File: config.mk
export PLATFORM = sky130hd
export DESIGN_NAME = pcgp_top
export DESIGN_NICKNAME = d
export VERILOG_FILES = /design/src/verilog/pcgp_pkg.sv /design/src/verilog/pcgp_pad_cell.sv /design/src/verilog/pcgp_axil_slave.sv /design/src/verilog/pcgp_top.sv
export SDC_FILE = /design/constraint.sdc
export NUM_CORES = 1
export LEC_CHECK = 0
export BUFFER_PORTS_ARGS = -buffer_cell sky130_fd_sc_hd__buf_2
export CORE_UTILIZATION = 30
export CTS_CLUSTER_DIAMETER = 60
export DETAILED_ROUTE_END_ITERATION = 10
export REMOVE_ABC_BUFFERS = 1
export SYNTH_ARGS = -nofsm -noshare
export SYNTH_HDL_FRONTEND = slang
export SYNTH_SLANG_ARGS = --single-unit
File: constraint.sdc
create_clock -name sys_clk -period 3.6 [get_ports sys_clk]
set_clock_uncertainty 0.2 [all_clocks]
set_input_delay 0.72 -clock sys_clk [delete_from_list [all_inputs] [get_ports sys_clk]]
set_output_delay 0.72 -clock sys_clk [all_outputs]
set_load 0.05 [all_outputs]
File: src/verilog/pcgp_pkg.sv
// Package: register map, field layouts and reset values of the pad/GPIO port
`default_nettype none
package pcgp_pkg;
    localparam int NPIN = 12;
    localparam int NWAKE = 11;
    localparam int IRQ_EXC_NUM = 31;

    // Register byte offsets on the AXI4-Lite slave
    localparam logic [7:0] OFS_DATA   = 8'h00;
    localparam logic [7:0] OFS_MASK   = 8'h04;
    localparam logic [7:0] OFS_MDATA  = 8'h08;
    localparam logic [7:0] OFS_SET    = 8'h0C;
    localparam logic [7:0] OFS_CLR    = 8'h10;
    localparam logic [7:0] OFS_TGL    = 8'h14;
    localparam logic [7:0] OFS_DIR    = 8'h18;
    localparam logic [7:0] OFS_DIRSET = 8'h1C;
    localparam logic [7:0] OFS_DIRCLR = 8'h20;
    localparam logic [7:0] OFS_DIRTGL = 8'h24;
    localparam logic [7:0] OFS_ISTAT  = 8'h28;
    localparam logic [7:0] OFS_IMASK  = 8'h2C;
    localparam logic [7:0] OFS_PADCFG = 8'h40;

    // Pad config word fields
    localparam int F_PIN_FUNCTION_SELECT_LSB  = 0;
    localparam int F_PULL_LSB  = 3;
    localparam int F_HYST      = 5;
    localparam int F_INV       = 6;
    localparam int F_LPF       = 7;
    localparam int F_I2CFLT    = 8;
    localparam int F_SINK      = 9;
    localparam int F_ILO_LSB   = 10;
    localparam int F_IHI_LSB   = 14;
    localparam int F_ANA_LSB   = 18;
    localparam int CFG_W       = 21;

    localparam logic [2:0] PIN_FUNCTION_SELECT_GPIO = 3'h0;

    typedef enum logic [1:0] {
        PCGP_PULL_NONE = 2'h0,
        PCGP_PULL_DOWN = 2'h1,
        PCGP_PULL_UP   = 2'h2,
        PCGP_PULL_REP  = 2'h3
    } pcgp_pull_type;

    localparam logic [31:0] CFG_RST      = 32'h0000_0000;
    // Serial bus pins reset to bus function with filter; debug pins to pin_function_select 1
    localparam logic [31:0] CFG_RST_I2C  = 32'h0000_0101;
    localparam logic [31:0] CFG_RST_DBG  = 32'h0000_0001;

    localparam logic [1:0] RESP_OKAY   = 2'h0;
    localparam logic [1:0] RESP_SLVERR = 2'h2;

    typedef struct packed {
        logic              pu;
        logic              pd;
        logic              hyst;
        logic              lpf;
        logic              i2c_filter;
        logic              sink_mode;
        logic [3:0]        sink_level;
        logic [2:0]        ana_sel;
    } pcgp_pad_ctl_type;
endpackage : pcgp_pkg
`default_nettype wire

File: src/verilog/pcgp_pad_cell.sv
// One pin's pad control: function routing, direction, pulls, sink and analog
`default_nettype none
module pcgp_pad_cell
    import pcgp_pkg::*;
(
    input  wire logic                 sys_clk,
    input  wire logic                 rst,
    input  wire logic [31:0]          cfg,
    input  wire logic                 gpio_dir,
    input  wire logic                 gpio_out,
    input  wire logic                 per_out,
    input  wire logic                 per_oe,
    input  wire logic                 pad_in,
    output logic                      pad_out,
    output logic                      pad_oe,
    output logic                      in_level,
    output pcgp_pad_ctl_type          ctl
);
    logic       is_gpio;
    logic       raw;
    logic [1:0] flt_q;
    logic       lvl_q;
    pcgp_pull_type pull;

    assign is_gpio  = cfg[F_PIN_FUNCTION_SELECT_LSB +: 3] == PIN_FUNCTION_SELECT_GPIO;
    assign pull     = pcgp_pull_type'(cfg[F_PULL_LSB +: 2]);
    assign raw      = pad_in ^ cfg[F_INV];

    always_ff @(posedge sys_clk) begin
        if (rst) begin
            pad_out <= 1'b0;
            pad_oe  <= 1'b0;
        end else if (is_gpio) begin
            pad_out <= gpio_out;
            pad_oe  <= gpio_dir;
        end else begin
            pad_out <= per_out;
            pad_oe  <= per_oe;
        end
    end

    // Low-pass: level accepted only after two equal samples
    always_ff @(posedge sys_clk) begin
        if (rst) begin
            flt_q <= 2'b00;
            lvl_q <= 1'b0;
        end else begin
            flt_q <= {flt_q[0], raw};
            if (!cfg[F_LPF] || (flt_q[1] == flt_q[0])) begin
                lvl_q <= cfg[F_LPF] ? flt_q[1] : raw;
            end
        end
    end
    assign in_level = lvl_q;

    always_ff @(posedge sys_clk) begin
        if (rst) begin
            ctl <= '0;
        end else begin
            case (pull)
                PCGP_PULL_UP:   {ctl.pu, ctl.pd} <= 2'b10;
                PCGP_PULL_DOWN: {ctl.pu, ctl.pd} <= 2'b01;
                // Keeper follows the sensed level; retention in deep
                // power-down is not guaranteed since this logic is off
                PCGP_PULL_REP:  {ctl.pu, ctl.pd} <= {lvl_q, !lvl_q};
                default:        {ctl.pu, ctl.pd} <= 2'b00;
            endcase
            ctl.hyst       <= cfg[F_HYST];
            ctl.lpf        <= cfg[F_LPF];
            ctl.i2c_filter <= cfg[F_I2CFLT];
            ctl.sink_mode  <= cfg[F_SINK];
            ctl.sink_level <= gpio_out ? cfg[F_IHI_LSB +: 4]
                                       : cfg[F_ILO_LSB +: 4];
            ctl.ana_sel    <= is_gpio ? 3'h0 : cfg[F_ANA_LSB +: 3];
        end
    end
endmodule : pcgp_pad_cell
`default_nettype wire

File: src/verilog/pcgp_axil_slave.sv
// AXI4-Lite slave front end: one write and one read in flight
`default_nettype none
module pcgp_axil_slave (
    input  wire logic        sys_clk,
    input  wire logic        rst,
    input  wire logic [7:0]  s_awaddr,
    input  wire logic        s_awvalid,
    output logic             s_awready,
    input  wire logic [31:0] s_wdata,
    input  wire logic [3:0]  s_wstrb,
    input  wire logic        s_wvalid,
    output logic             s_wready,
    output logic [1:0]       s_bresp,
    output logic             s_bvalid,
    input  wire logic        s_bready,
    input  wire logic [7:0]  s_araddr,
    input  wire logic        s_arvalid,
    output logic             s_arready,
    output logic [31:0]      s_rdata,
    output logic [1:0]       s_rresp,
    output logic             s_rvalid,
    input  wire logic        s_rready,
    output logic             wr_stb,
    output logic [7:0]       wr_addr,
    output logic [31:0]      wr_data,
    input  wire logic        wr_err,
    output logic             rd_stb,
    output logic [7:0]       rd_addr,
    input  wire logic [31:0] rd_data,
    input  wire logic        rd_err
);
    logic aw_have_q;
    logic w_have_q;

    assign wr_stb = aw_have_q && w_have_q && !s_bvalid;
    assign rd_stb = s_arvalid && s_arready;
    assign rd_addr = s_araddr;

    always_ff @(posedge sys_clk) begin
        if (rst) begin
            aw_have_q <= 1'b0;
            w_have_q  <= 1'b0;
            s_awready <= 1'b1;
            s_wready  <= 1'b1;
            s_bvalid  <= 1'b0;
            s_bresp   <= 2'h0;
            wr_addr   <= 8'h00;
            wr_data   <= 32'h0000_0000;
        end else begin
            if (s_awvalid && s_awready) begin
                aw_have_q <= 1'b1;
                s_awready <= 1'b0;
                wr_addr   <= s_awaddr;
            end
            if (s_wvalid && s_wready) begin
                w_have_q <= 1'b1;
                s_wready <= 1'b0;
                wr_data  <= s_wdata;
            end
            if (wr_stb) begin
                s_bvalid  <= 1'b1;
                s_bresp   <= wr_err ? 2'h2 : 2'h0;
                aw_have_q <= 1'b0;
                w_have_q  <= 1'b0;
            end
            if (s_bvalid && s_bready) begin
                s_bvalid  <= 1'b0;
                s_awready <= 1'b1;
                s_wready  <= 1'b1;
            end
        end
    end

    always_ff @(posedge sys_clk) begin
        if (rst) begin
            s_arready <= 1'b1;
            s_rvalid  <= 1'b0;
            s_rdata   <= 32'h0000_0000;
            s_rresp   <= 2'h0;
        end else if (rd_stb) begin
            s_arready <= 1'b0;
            s_rvalid  <= 1'b1;
            s_rdata   <= rd_err ? 32'h0000_0000 : rd_data;
            s_rresp   <= rd_err ? 2'h2 : 2'h0;
        end else if (s_rvalid && s_rready) begin
            s_rvalid  <= 1'b0;
            s_arready <= 1'b1;
        end
    end
endmodule : pcgp_axil_slave
`default_nettype wire

File: src/verilog/pcgp_top.sv
// Top: pad configuration and fast GPIO port with interrupt and wake lines
//
// Operation
// - Function code zero routes pin to GPIO, other codes to a peripheral
// - In GPIO function the direction bit picks input or driven output
// - In peripheral function the peripheral sets direction; direction bit ignored
// - Pull field selects pull-up, pull-down, none or repeater
// - Pull field resets to no pull resistor
// - Repeater enables pull-up on high level, pull-down on low
// - Repeater retention need not hold in deep power-down
// - Serial bus pins select filtered bus mode or plain open-drain
// - High-drive pads offer sink mode switching low and high currents
// - Pad config also sets input mode, hysteresis and low-pass filter
// - Function select decides analog bus connections of analog pins
// - Port reached with single-cycle access; whole port written at once
// - Masked, set and clear writes leave other bits alone
// - Reset gives GPIO inputs, no pulls, except bus and debug pins
// - Each direction bit can be set, cleared and toggled
// - Each port bit is fixed to one physical pin
// - Combined port interrupt line drives exception input 31
// - Wake lines 0 to 10 follow pins 0 to 10
//
// Implementation choices: the AXI4-Lite register port and the register offsets.
`default_nettype none
module pcgp_top
    import pcgp_pkg::*;
(
    input  wire logic                  sys_clk,
    input  wire logic                  rst,
    input  wire logic [7:0]            s_awaddr,
    input  wire logic                  s_awvalid,
    output logic                       s_awready,
    input  wire logic [31:0]           s_wdata,
    input  wire logic [3:0]            s_wstrb,
    input  wire logic                  s_wvalid,
    output logic                       s_wready,
    output logic [1:0]                 s_bresp,
    output logic                       s_bvalid,
    input  wire logic                  s_bready,
    input  wire logic [7:0]            s_araddr,
    input  wire logic                  s_arvalid,
    output logic                       s_arready,
    output logic [31:0]                s_rdata,
    output logic [1:0]                 s_rresp,
    output logic                       s_rvalid,
    input  wire logic                  s_rready,
    input  wire logic [pcgp_pkg::NPIN-1:0] pad_in,
    output logic [pcgp_pkg::NPIN-1:0]  pad_out,
    output logic [pcgp_pkg::NPIN-1:0]  pad_oe,
    input  wire logic [pcgp_pkg::NPIN-1:0] per_out,
    input  wire logic [pcgp_pkg::NPIN-1:0] per_oe,
    output logic [pcgp_pkg::NPIN-1:0]  per_in,
    output pcgp_pkg::pcgp_pad_ctl_type pad_ctl [pcgp_pkg::NPIN],
    output logic                       port_irq,
    output logic [pcgp_pkg::NWAKE-1:0] wake
);
    import pcgp_pkg::*;

    ////////////////////////////////////////////////////////////////////////
    logic             wr_stb;
    logic [7:0]       wr_addr;
    logic [31:0]      wr_data;
    logic             wr_err;
    logic             rd_stb;
    logic [7:0]       rd_addr;
    logic [31:0]      rd_data;
    logic             rd_err;
    logic [NPIN-1:0]  out_q;
    logic [NPIN-1:0]  mask_q;
    logic [NPIN-1:0]  dir_q;
    logic [NPIN-1:0]  istat_q;
    logic [NPIN-1:0]  imask_q;
    logic [NPIN-1:0]  lvl;
    logic [NPIN-1:0]  lvl_q;
    logic [31:0]      cfg_q [NPIN];
    logic [NPIN-1:0]  wd;
    logic             cfg_sel;
    logic [3:0]       cfg_idx;

    assign wd      = wr_data[NPIN-1:0];
    assign cfg_sel = (wr_addr >= OFS_PADCFG)
                   && (wr_addr < OFS_PADCFG + 8'(4 * NPIN));
    assign cfg_idx = 4'((wr_addr - OFS_PADCFG) >> 2);

    pcgp_axil_slave u_bus (
        .sys_clk   (sys_clk),
        .rst       (rst),
        .s_awaddr  (s_awaddr),
        .s_awvalid (s_awvalid),
        .s_awready (s_awready),
        .s_wdata   (s_wdata),
        .s_wstrb   (s_wstrb),
        .s_wvalid  (s_wvalid),
        .s_wready  (s_wready),
        .s_bresp   (s_bresp),
        .s_bvalid  (s_bvalid),
        .s_bready  (s_bready),
        .s_araddr  (s_araddr),
        .s_arvalid (s_arvalid),
        .s_arready (s_arready),
        .s_rdata   (s_rdata),
        .s_rresp   (s_rresp),
        .s_rvalid  (s_rvalid),
        .s_rready  (s_rready),
        .wr_stb    (wr_stb),
        .wr_addr   (wr_addr),
        .wr_data   (wr_data),
        .wr_err    (wr_err),
        .rd_stb    (rd_stb),
        .rd_addr   (rd_addr),
        .rd_data   (rd_data),
        .rd_err    (rd_err)
    );

    ////////////////////////////////////////////////////////////////////////
    // Write decode; byte strobes are ignored, each write is a full word
    always_comb begin
        wr_err = 1'b0;
        if (wr_addr[1:0] != 2'b00) begin
            wr_err = 1'b1;
        end else if (wr_addr == OFS_DATA || wr_addr == OFS_MASK
                  || wr_addr == OFS_MDATA || wr_addr == OFS_SET
                  || wr_addr == OFS_CLR || wr_addr == OFS_TGL
                  || wr_addr == OFS_DIR || wr_addr == OFS_DIRSET
                  || wr_addr == OFS_DIRCLR || wr_addr == OFS_DIRTGL
                  || wr_addr == OFS_ISTAT || wr_addr == OFS_IMASK
                  || cfg_sel) begin
            wr_err = 1'b0;
        end else begin
            wr_err = 1'b1;
        end
    end

    always_ff @(posedge sys_clk) begin
        if (rst) begin
            out_q  <= '0;
            mask_q <= '0;
        end else if (wr_stb) begin
            if (wr_addr == OFS_DATA) begin
                out_q <= wd;
            end else if (wr_addr == OFS_MASK) begin
                mask_q <= wd;
            end else if (wr_addr == OFS_MDATA) begin
                out_q <= (out_q & mask_q) | (wd & ~mask_q);
            end else if (wr_addr == OFS_SET) begin
                out_q <= out_q | wd;
            end else if (wr_addr == OFS_CLR) begin
                out_q <= out_q & ~wd;
            end else if (wr_addr == OFS_TGL) begin
                out_q <= out_q ^ wd;
            end
        end
    end

    always_ff @(posedge sys_clk) begin
        if (rst) begin
            dir_q <= '0;
        end else if (wr_stb) begin
            if (wr_addr == OFS_DIR) begin
                dir_q <= wd;
            end else if (wr_addr == OFS_DIRSET) begin
                dir_q <= dir_q | wd;
            end else if (wr_addr == OFS_DIRCLR) begin
                dir_q <= dir_q & ~wd;
            end else if (wr_addr == OFS_DIRTGL) begin
                dir_q <= dir_q ^ wd;
            end
        end
    end

    always_ff @(posedge sys_clk) begin
        if (rst) begin
            imask_q <= '0;
        end else if (wr_stb && wr_addr == OFS_IMASK) begin
            imask_q <= wd;
        end
    end

    ////////////////////////////////////////////////////////////////////////
    // One config word and one pad cell per pin; index is the pin itself
    genvar gi;
    generate
        for (gi = 0; gi < NPIN; gi++) begin : g_pin
            always_ff @(posedge sys_clk) begin
                if (rst) begin
                    if (gi == 4 || gi == 5) begin
                        cfg_q[gi] <= CFG_RST_I2C;
                    end else if (gi == 10 || gi == 11) begin
                        cfg_q[gi] <= CFG_RST_DBG;
                    end else begin
                        cfg_q[gi] <= CFG_RST;
                    end
                end else if (wr_stb && cfg_sel && cfg_idx == 4'(gi)) begin
                    cfg_q[gi] <= {11'h000, wr_data[CFG_W-1:0]};
                end
            end

            pcgp_pad_cell u_pad (
                .sys_clk  (sys_clk),
                .rst      (rst),
                .cfg      (cfg_q[gi]),
                .gpio_dir (dir_q[gi]),
                .gpio_out (out_q[gi]),
                .per_out  (per_out[gi]),
                .per_oe   (per_oe[gi]),
                .pad_in   (pad_in[gi]),
                .pad_out  (pad_out[gi]),
                .pad_oe   (pad_oe[gi]),
                .in_level (lvl[gi]),
                .ctl      (pad_ctl[gi])
            );
        end
    endgenerate

    ////////////////////////////////////////////////////////////////////////
    // Sticky edge status; an edge in the clearing read's cycle survives
    always_ff @(posedge sys_clk) begin
        if (rst) begin
            lvl_q   <= '0;
            istat_q <= '0;
        end else begin
            lvl_q <= lvl;
            if (rd_stb && rd_addr == OFS_ISTAT) begin
                istat_q <= lvl ^ lvl_q;
            end else begin
                istat_q <= istat_q | (lvl ^ lvl_q);
            end
        end
    end

    always_ff @(posedge sys_clk) begin
        if (rst) begin
            port_irq <= 1'b0;
            wake     <= '0;
            per_in   <= '0;
        end else begin
            port_irq <= |(istat_q & imask_q);
            wake     <= lvl[NWAKE-1:0];
            per_in   <= lvl;
        end
    end

    ////////////////////////////////////////////////////////////////////////
    always_comb begin
        rd_data = 32'h0000_0000;
        rd_err  = 1'b0;
        if (rd_addr == OFS_DATA || rd_addr == OFS_MDATA) begin
            rd_data[NPIN-1:0] = lvl;
        end else if (rd_addr == OFS_MASK) begin
            rd_data[NPIN-1:0] = mask_q;
        end else if (rd_addr == OFS_DIR) begin
            rd_data[NPIN-1:0] = dir_q;
        end else if (rd_addr == OFS_ISTAT) begin
            rd_data[NPIN-1:0] = istat_q;
        end else if (rd_addr == OFS_IMASK) begin
            rd_data[NPIN-1:0] = imask_q;
        end else if (rd_addr >= OFS_PADCFG
                  && rd_addr < OFS_PADCFG + 8'(4 * NPIN)
                  && rd_addr[1:0] == 2'b00) begin
            rd_data = cfg_q[4'((rd_addr - OFS_PADCFG) >> 2)];
        end else if (rd_addr == OFS_SET || rd_addr == OFS_CLR
                  || rd_addr == OFS_TGL || rd_addr == OFS_DIRSET
                  || rd_addr == OFS_DIRCLR || rd_addr == OFS_DIRTGL) begin
            rd_data = 32'h0000_0000;
        end else begin
            rd_err = 1'b1;
        end
    end
endmodule : pcgp_top
`default_nettype wire

==> results of run 1 <==
state kept, by name, indices dropped and copies added, names as in the netlist, 8 cells and up, named ones only:
| register | cells |
|---|---|
| cfg_q | 252 |
| dir_q | 12 |
| g_pin.u_pad.ctl | 156 |
| g_pin.u_pad.flt_q | 24 |
| g_pin.u_pad.in_level | 12 |
| g_pin.u_pad.pad_oe | 12 |
| g_pin.u_pad.pad_out | 12 |
| imask_q | 12 |
| istat_q | 12 |
| mask_q | 12 |
| per_in | 12 |
| u_bus.s_rdata | 21 |
| u_bus.wr_addr | 8 |
| u_bus.wr_data | 21 |
area by class of cell:
cell class                      count  area, um2  share of cell area, %
Multi-Input combinational cell   1420      10200                   32.8
Antenna cell                        1       2.50                0.00806
Timing Repair Buffer              407       2400                   7.75
Tap cell                         1144       1430                   4.61
Clock inverter                     35        352                   1.13
Sequential cell                   600      14500                   46.8
Inverter                           56        210                  0.677
Clock buffer                       91       1940                   6.24
per-stage QoR:
stage | total power, mW | TNS [ns] | utilization [%] | instance area (um2)
floorplan | 8.54 | -137.50 | - | 24800
global placement | 9.27 | 0 | 33.7 | 28700
detailed placement | 9.28 | 0 | 33.7 | 28700
CTS | 16.4 | 0 | 36.4 | 31000
global route | 16.8 | 0 | 36.4 | 31000
finish | 16.3 | 0 | 36.4 | 31000
cells in the final DEF (no fill, tap or decap), types with 61 or more instances in the layout:
cell       count
a21oi_1      119
nor2b_1       83
nand2_1      137
and2_1       150
nor3_1       108
o21ai_0       79
dfxtp_1      348
clkbuf_16     72
buf_2        308
mux2i_1      118
buf_4         89
edfxtp_1     252
nor2_1       173
mux4_2        61
power groups by stage:
| stage | clock network [mW] | logic (mW) | registers (mW) |
|---|---|---|---|
| after global placement | 0 | 1.57 | 7.70 |
| after CTS | 7.27 | 1.59 | 7.55 |
| after global routing | 7.52 | 1.69 | 7.58 |
| final | 7.14 | 1.58 | 7.55 |
| after detailed placement | 0 | 1.58 | 7.70 |
| after floorplan | 0 | 0.580 | 7.96 |
cell families after synthesis:
group	Yosys count	share of synthesized area, %
AO/OA/AOI/OAI	348	8.87
XOR/XNOR	24	0.814
adder cells (fa/ha/maj)	48	2.32
buffers and inverters	280	5.07
flip-flops	600	56.3
multiplexers	205	11.0
other	1	0.0145
AND/OR/NAND/NOR	782	15.6
how the worst max path moves through the flow:
stage,from,end,depth (start not counted)
CTS,u_bus.wr_addr[6],cfg_q[4][8],7
floorplan,u_bus.s_bvalid,cfg_q[3][0],4
detailed placement,s_araddr[4],u_bus.s_rdata[4],6
global route,u_bus.wr_addr[6],cfg_q[4][8],7
finish,u_bus.wr_addr[6],cfg_q[4][8],7
global placement,s_araddr[4],u_bus.s_rdata[4],6
metal layers:
| metal | track usage (%) | vias up | share of wire [%] |
|---|---|---|---|
| li1 | - | 8656 | - |
| met1 | 25.9 | 9331 | 40 |
| met2 | 34.2 | 839 | 49 |
| met3 | 3.87 | 123 | 8.4 |
| met4 | 5.84 | 4 | 2.6 |
| met5 | 0 | - | 0.030 |
==> results.cfg, run 1 <==
[setup_path]
crit_path_cell_trace = inv_2, a2111oi_4, nand2_1, buf_4, nor2_1, buf_4, nand2_1
cpPeakStageDelay_ns = 0.73
r2r-end = cfg_q[4][8]
cp.required_ns = 3.75
rr_worst_depth = 7
crit_path_end_kind = flop
rrSetupSlack_ns = 0.37
cp_top_family = simple AND/OR/NAND/NOR gates
r2r_start = u_bus.wr_addr[6]
crit_slowest_cell = nand2_1
critPathLaunchType = flop
cp.arrival_ns = 3.38
cp_num_buf_inv = 3
critical_path_class = reg -> reg
cp_max_fo = 10

[logic_synthesis]
avgSynthCellArea_um2 = 11.3
synthFlopType = dfxtp_1
synth_seq_cells = 600
synth_most_common_cell = dfxtp_1
netlist.area_leader.share_pct = 29.3
synth_area_leaders = edfxtp_1 (29%), dfxtp_1 (27%), mux4_2 (5.3%)
ys_seq_area_share_pct = 56.3
synth_cell_types = 66
ys_warn_count = 0
yosysTopAreaCell = edfxtp_1
synthesis.area_um2 = 25800
yosys-top-cells-count = dfxtp_1 (348), edfxtp_1 (252), nor2_1 (173), and2_1 (149), nand2_1 (137)
syn_inst = 2288
ys_async_sr_fraction_pct = 0
synth_edf_count = 252

[placed_design]
post-place-ws_ns = 0.423
post-place-cells = 3627
hpwlAfterDp_mm = 64.6
io_buffers = 311
place_congestion = 0.938

[timing]
maxSlewViolCount = 0
worst_pin_slew_ns = 1.12
slew_headroom_pct = 25.2
layout_setup_ws_ns = 0.373
setup_viol = 0
whs_ns = 0.126
hold_viol = 0
fin_crit_sh_pct = 89.6
rsz0062_at_grt = false
fmax_ghz = 0.310
min_period_ns = 3.23

[layout]
drive_gt1_share_pct = 24.6
fillers = 8520
fin_nets = 2697
area_growth_syn_to_layout_pct = 20.1
layout.cells.non_filler = 3754

[grt]
grt_pass1_vias = 18200
grt_pass1_wl_mm = 127
grt_max_degree = 91
antenna_found_initial = 4
grt_overflow_total = 0
grt_usage_pct = 20.1

[die]
die-height_um = 295
initial_utilization_pct = 30.3
fp-row-count = 107
die_area_um2 = 87300
core-area_um2 = 85300
ios = 340
die_w_um = 295

[routing]
firstDrtPassIters = 5
drc = 0
viasPerCell = 5.05
totalWireLength_mm = 89.3
vias = 19000
ant_nets = 0
routedWlPerCell_um = 23.8
drt-initial-drc-count = 1926

[clock_network]
htreeDepth = 3
postCtsSetupRepairBufs = 0
clkSinkCount = 600
clock_latency_ns = 0.63
cts_resized = 0
cts_inserted_buffers = 69
clk_pin_slew_ns = 0.06
ctsHoldBuffers = 0
cts-root-buf = clkbuf_16
clockBufferDepth = 3
cts_tree = done

[power_and_ir_drop]
p_per_area_nw_per_um2 = 524
clkPwrFrac_pct = 43.9
p_switching_mw = 4.30
p_seq_share_pct = 46.4
p_leak_nw = 12.1
ir_drop_v = 0.000327
p_int_mw = 12.0
pwr-share-comb_pct = 9.7
swShare_pct = 26.4

[outcome]
outcome = finished, final reports clean

[worst_hold_path]
hold_start = s_wvalid
hold_path_end = u_bus.s_wready
hold_depth = 2
holdCritPathClass = in -> reg

[run]
max_cap_violations = 0
No activity file was read; power rests on OpenSTA's default activity.
==> run 2, diff against run 1 <==
--- a/config.mk
+++ b/config.mk
@@ -6,10 +6,14 @@
 export NUM_CORES = 1
 export LEC_CHECK = 0
 export BUFFER_PORTS_ARGS = -buffer_cell sky130_fd_sc_hd__buf_2
+export CELL_PAD_IN_SITES_DETAIL_PLACEMENT = 0
+export CELL_PAD_IN_SITES_GLOBAL_PLACEMENT = 1
 export CORE_UTILIZATION = 30
 export CTS_CLUSTER_DIAMETER = 60
 export DETAILED_ROUTE_END_ITERATION = 10
+export PLACE_DENSITY_LB_ADDON = 0.1
 export REMOVE_ABC_BUFFERS = 1
+export SLEW_MARGIN = 20
 export SYNTH_ARGS = -nofsm -noshare
 export SYNTH_HDL_FRONTEND = slang
 export SYNTH_SLANG_ARGS = --single-unit
==> results.cfg, run 2 (synthesis results as in run 1) <==
[worst_hold_path]
holdCritPathClass = in -> reg
hold_depth = 3
hold_start = per_oe[2]

[timing]
slew_headroom_pct = 27.3
fmax_ghz = 0.341
fin_crit_sh_pct = 81.4
rsz0062_at_grt = false
worst_pin_slew_ns = 1.09
setup_viol = 0
hold_viol = 0
maxSlewViolCount = 0
whs_ns = 0.121
layout_setup_ws_ns = 0.671
min_period_ns = 2.93

[routing]
firstDrtPassIters = 5
drt-initial-drc-count = 1212
ant_nets = 0
vias = 18700
totalWireLength_mm = 94.5
drc = 0
routedWlPerCell_um = 25.1
viasPerCell = 4.96

[grt]
grt_max_degree = 120
antenna_found_initial = 3
grt_overflow_total = 0
grt_usage_pct = 21.5
grt_pass1_wl_mm = 135
grt_pass1_vias = 19100

[layout]
fillers = 8553
regMostFlops = cfg_q
area_growth_syn_to_layout_pct = 21.8
diodes = 0
fin_nets = 2700
final_cell_mix = dfxtp_1 (348), buf_2 (308), edfxtp_1 (252)
layout.cells.non_filler = 3766
largest_register_ff_count = 252
layout.cells.most_common = dfxtp_1
drive_gt1_share_pct = 25.1
stdcell_area_um2 = 31500
largestRegisters = cfg_q: 252 flops, g_pin.u_pad.ctl: 156 flops, g_pin.u_pad.flt_q: 24 flops

[setup_path]
crit_path_cell_trace = inv_2, a2111oi_4, nand2_1, buf_12, nor2_1, and2_1
cp_top_family = simple AND/OR/NAND/NOR gates
cp_num_buf_inv = 2
cp.depth = 6
cp_max_fo = 39
startpoint = u_bus.wr_addr[6]
critical_path_class = reg -> reg
cp.arrival_ns = 3.21
crit_path_end_kind = flop
rr_worst_depth = 6
cp.required_ns = 3.88
cpPeakStageDelay_ns = 0.86
r2r_start = u_bus.wr_addr[6]
crit_slowest_cell = nor2_1
critPathLaunchType = flop

[outcome]
outcome = finished, final reports clean

[run]
max_cap_violations = 0

[die]
core-area_um2 = 85300
die-height_um = 295
fp-row-count = 107
die_area_um2 = 87300
die_w_um = 295
initial_utilization_pct = 30.3
ios = 340

[clock_network]
cts_inserted_buffers = 79
clkSinkCount = 600
postCtsSetupRepairBufs = 0
htreeDepth = 3
cts_tree = done
ctsHoldBuffers = 0
cts_resized = 0
clock_latency_ns = 0.63
clk_pin_slew_ns = 0.06
cts-root-buf = clkbuf_16
clockBufferDepth = 3

[placed_design]
io_buffers = 311
post-place-cells = 3620
post-place-ws_ns = 0.455
dpl_cell_area_um2 = 28700
hpwlAfterDp_mm = 67.7
place_congestion = 0.844

[power_and_ir_drop]
ir_drop_v = 0.000304
p_per_area_nw_per_um2 = 548
p_leak_nw = 12.3
run 2: per-layer routing:
layer | GRT usage, % | wire length (um) | up-vias
li1 | - | - | 8651
met1 | 27.4 | 40600 | 9402
met2 | 37.8 | 47500 | 499
met3 | 3.15 | 4430 | 124
met4 | 5.78 | 2010 | 4
met5 | 0 | 18 | -
run 2: power by group:
part	internal (mW)	switching (mW)
Combinational	0.470	1.14
Sequential	7.33	0.222
Clock	4.91	3.16
run 2: cell type report:
cell class                      count  area, um2  area share (%)
Timing Repair Buffer              400       2390            7.59
Clock buffer                      113       2400            7.61
Multi-Input combinational cell   1420      10200            32.3
Clock inverter                     33        344            1.09
Inverter                           56        210           0.668
Tap cell                         1144       1430            4.55
Sequential cell                   600      14500            46.2
run 2: stage by stage:
stage | setup TNS (ns) | power, mW | utilization, %
2_1_floorplan | -137.50 | 8.54 | -
3_3_place_gp | 0 | 9.32 | 33.7
3_5_place_dp | 0 | 9.34 | 33.7
4_1_cts | 0 | 17.5 | 36.9
5_1_grt | 0 | 17.9 | 36.9
6_report | 0 | 17.2 | 36.9
run 2: worst reg2reg max path, cell delays in order, from the launching register on:
cell       delay [ns]
dfxtp_1          0.48
inv_2            0.08
a2111oi_4        0.42
nand2_1          0.22
buf_12           0.26
nor2_1           0.89
and2_1           0.25
run 2: worst paths after layout:
path,endpoint,slack [ns]
max,cfg_q[4][14],0.67
min,g_pin[2].u_pad.pad_oe,0.12
max reg2reg,cfg_q[4][14],0.67
min reg2reg,u_bus.s_rdata[19],0.27
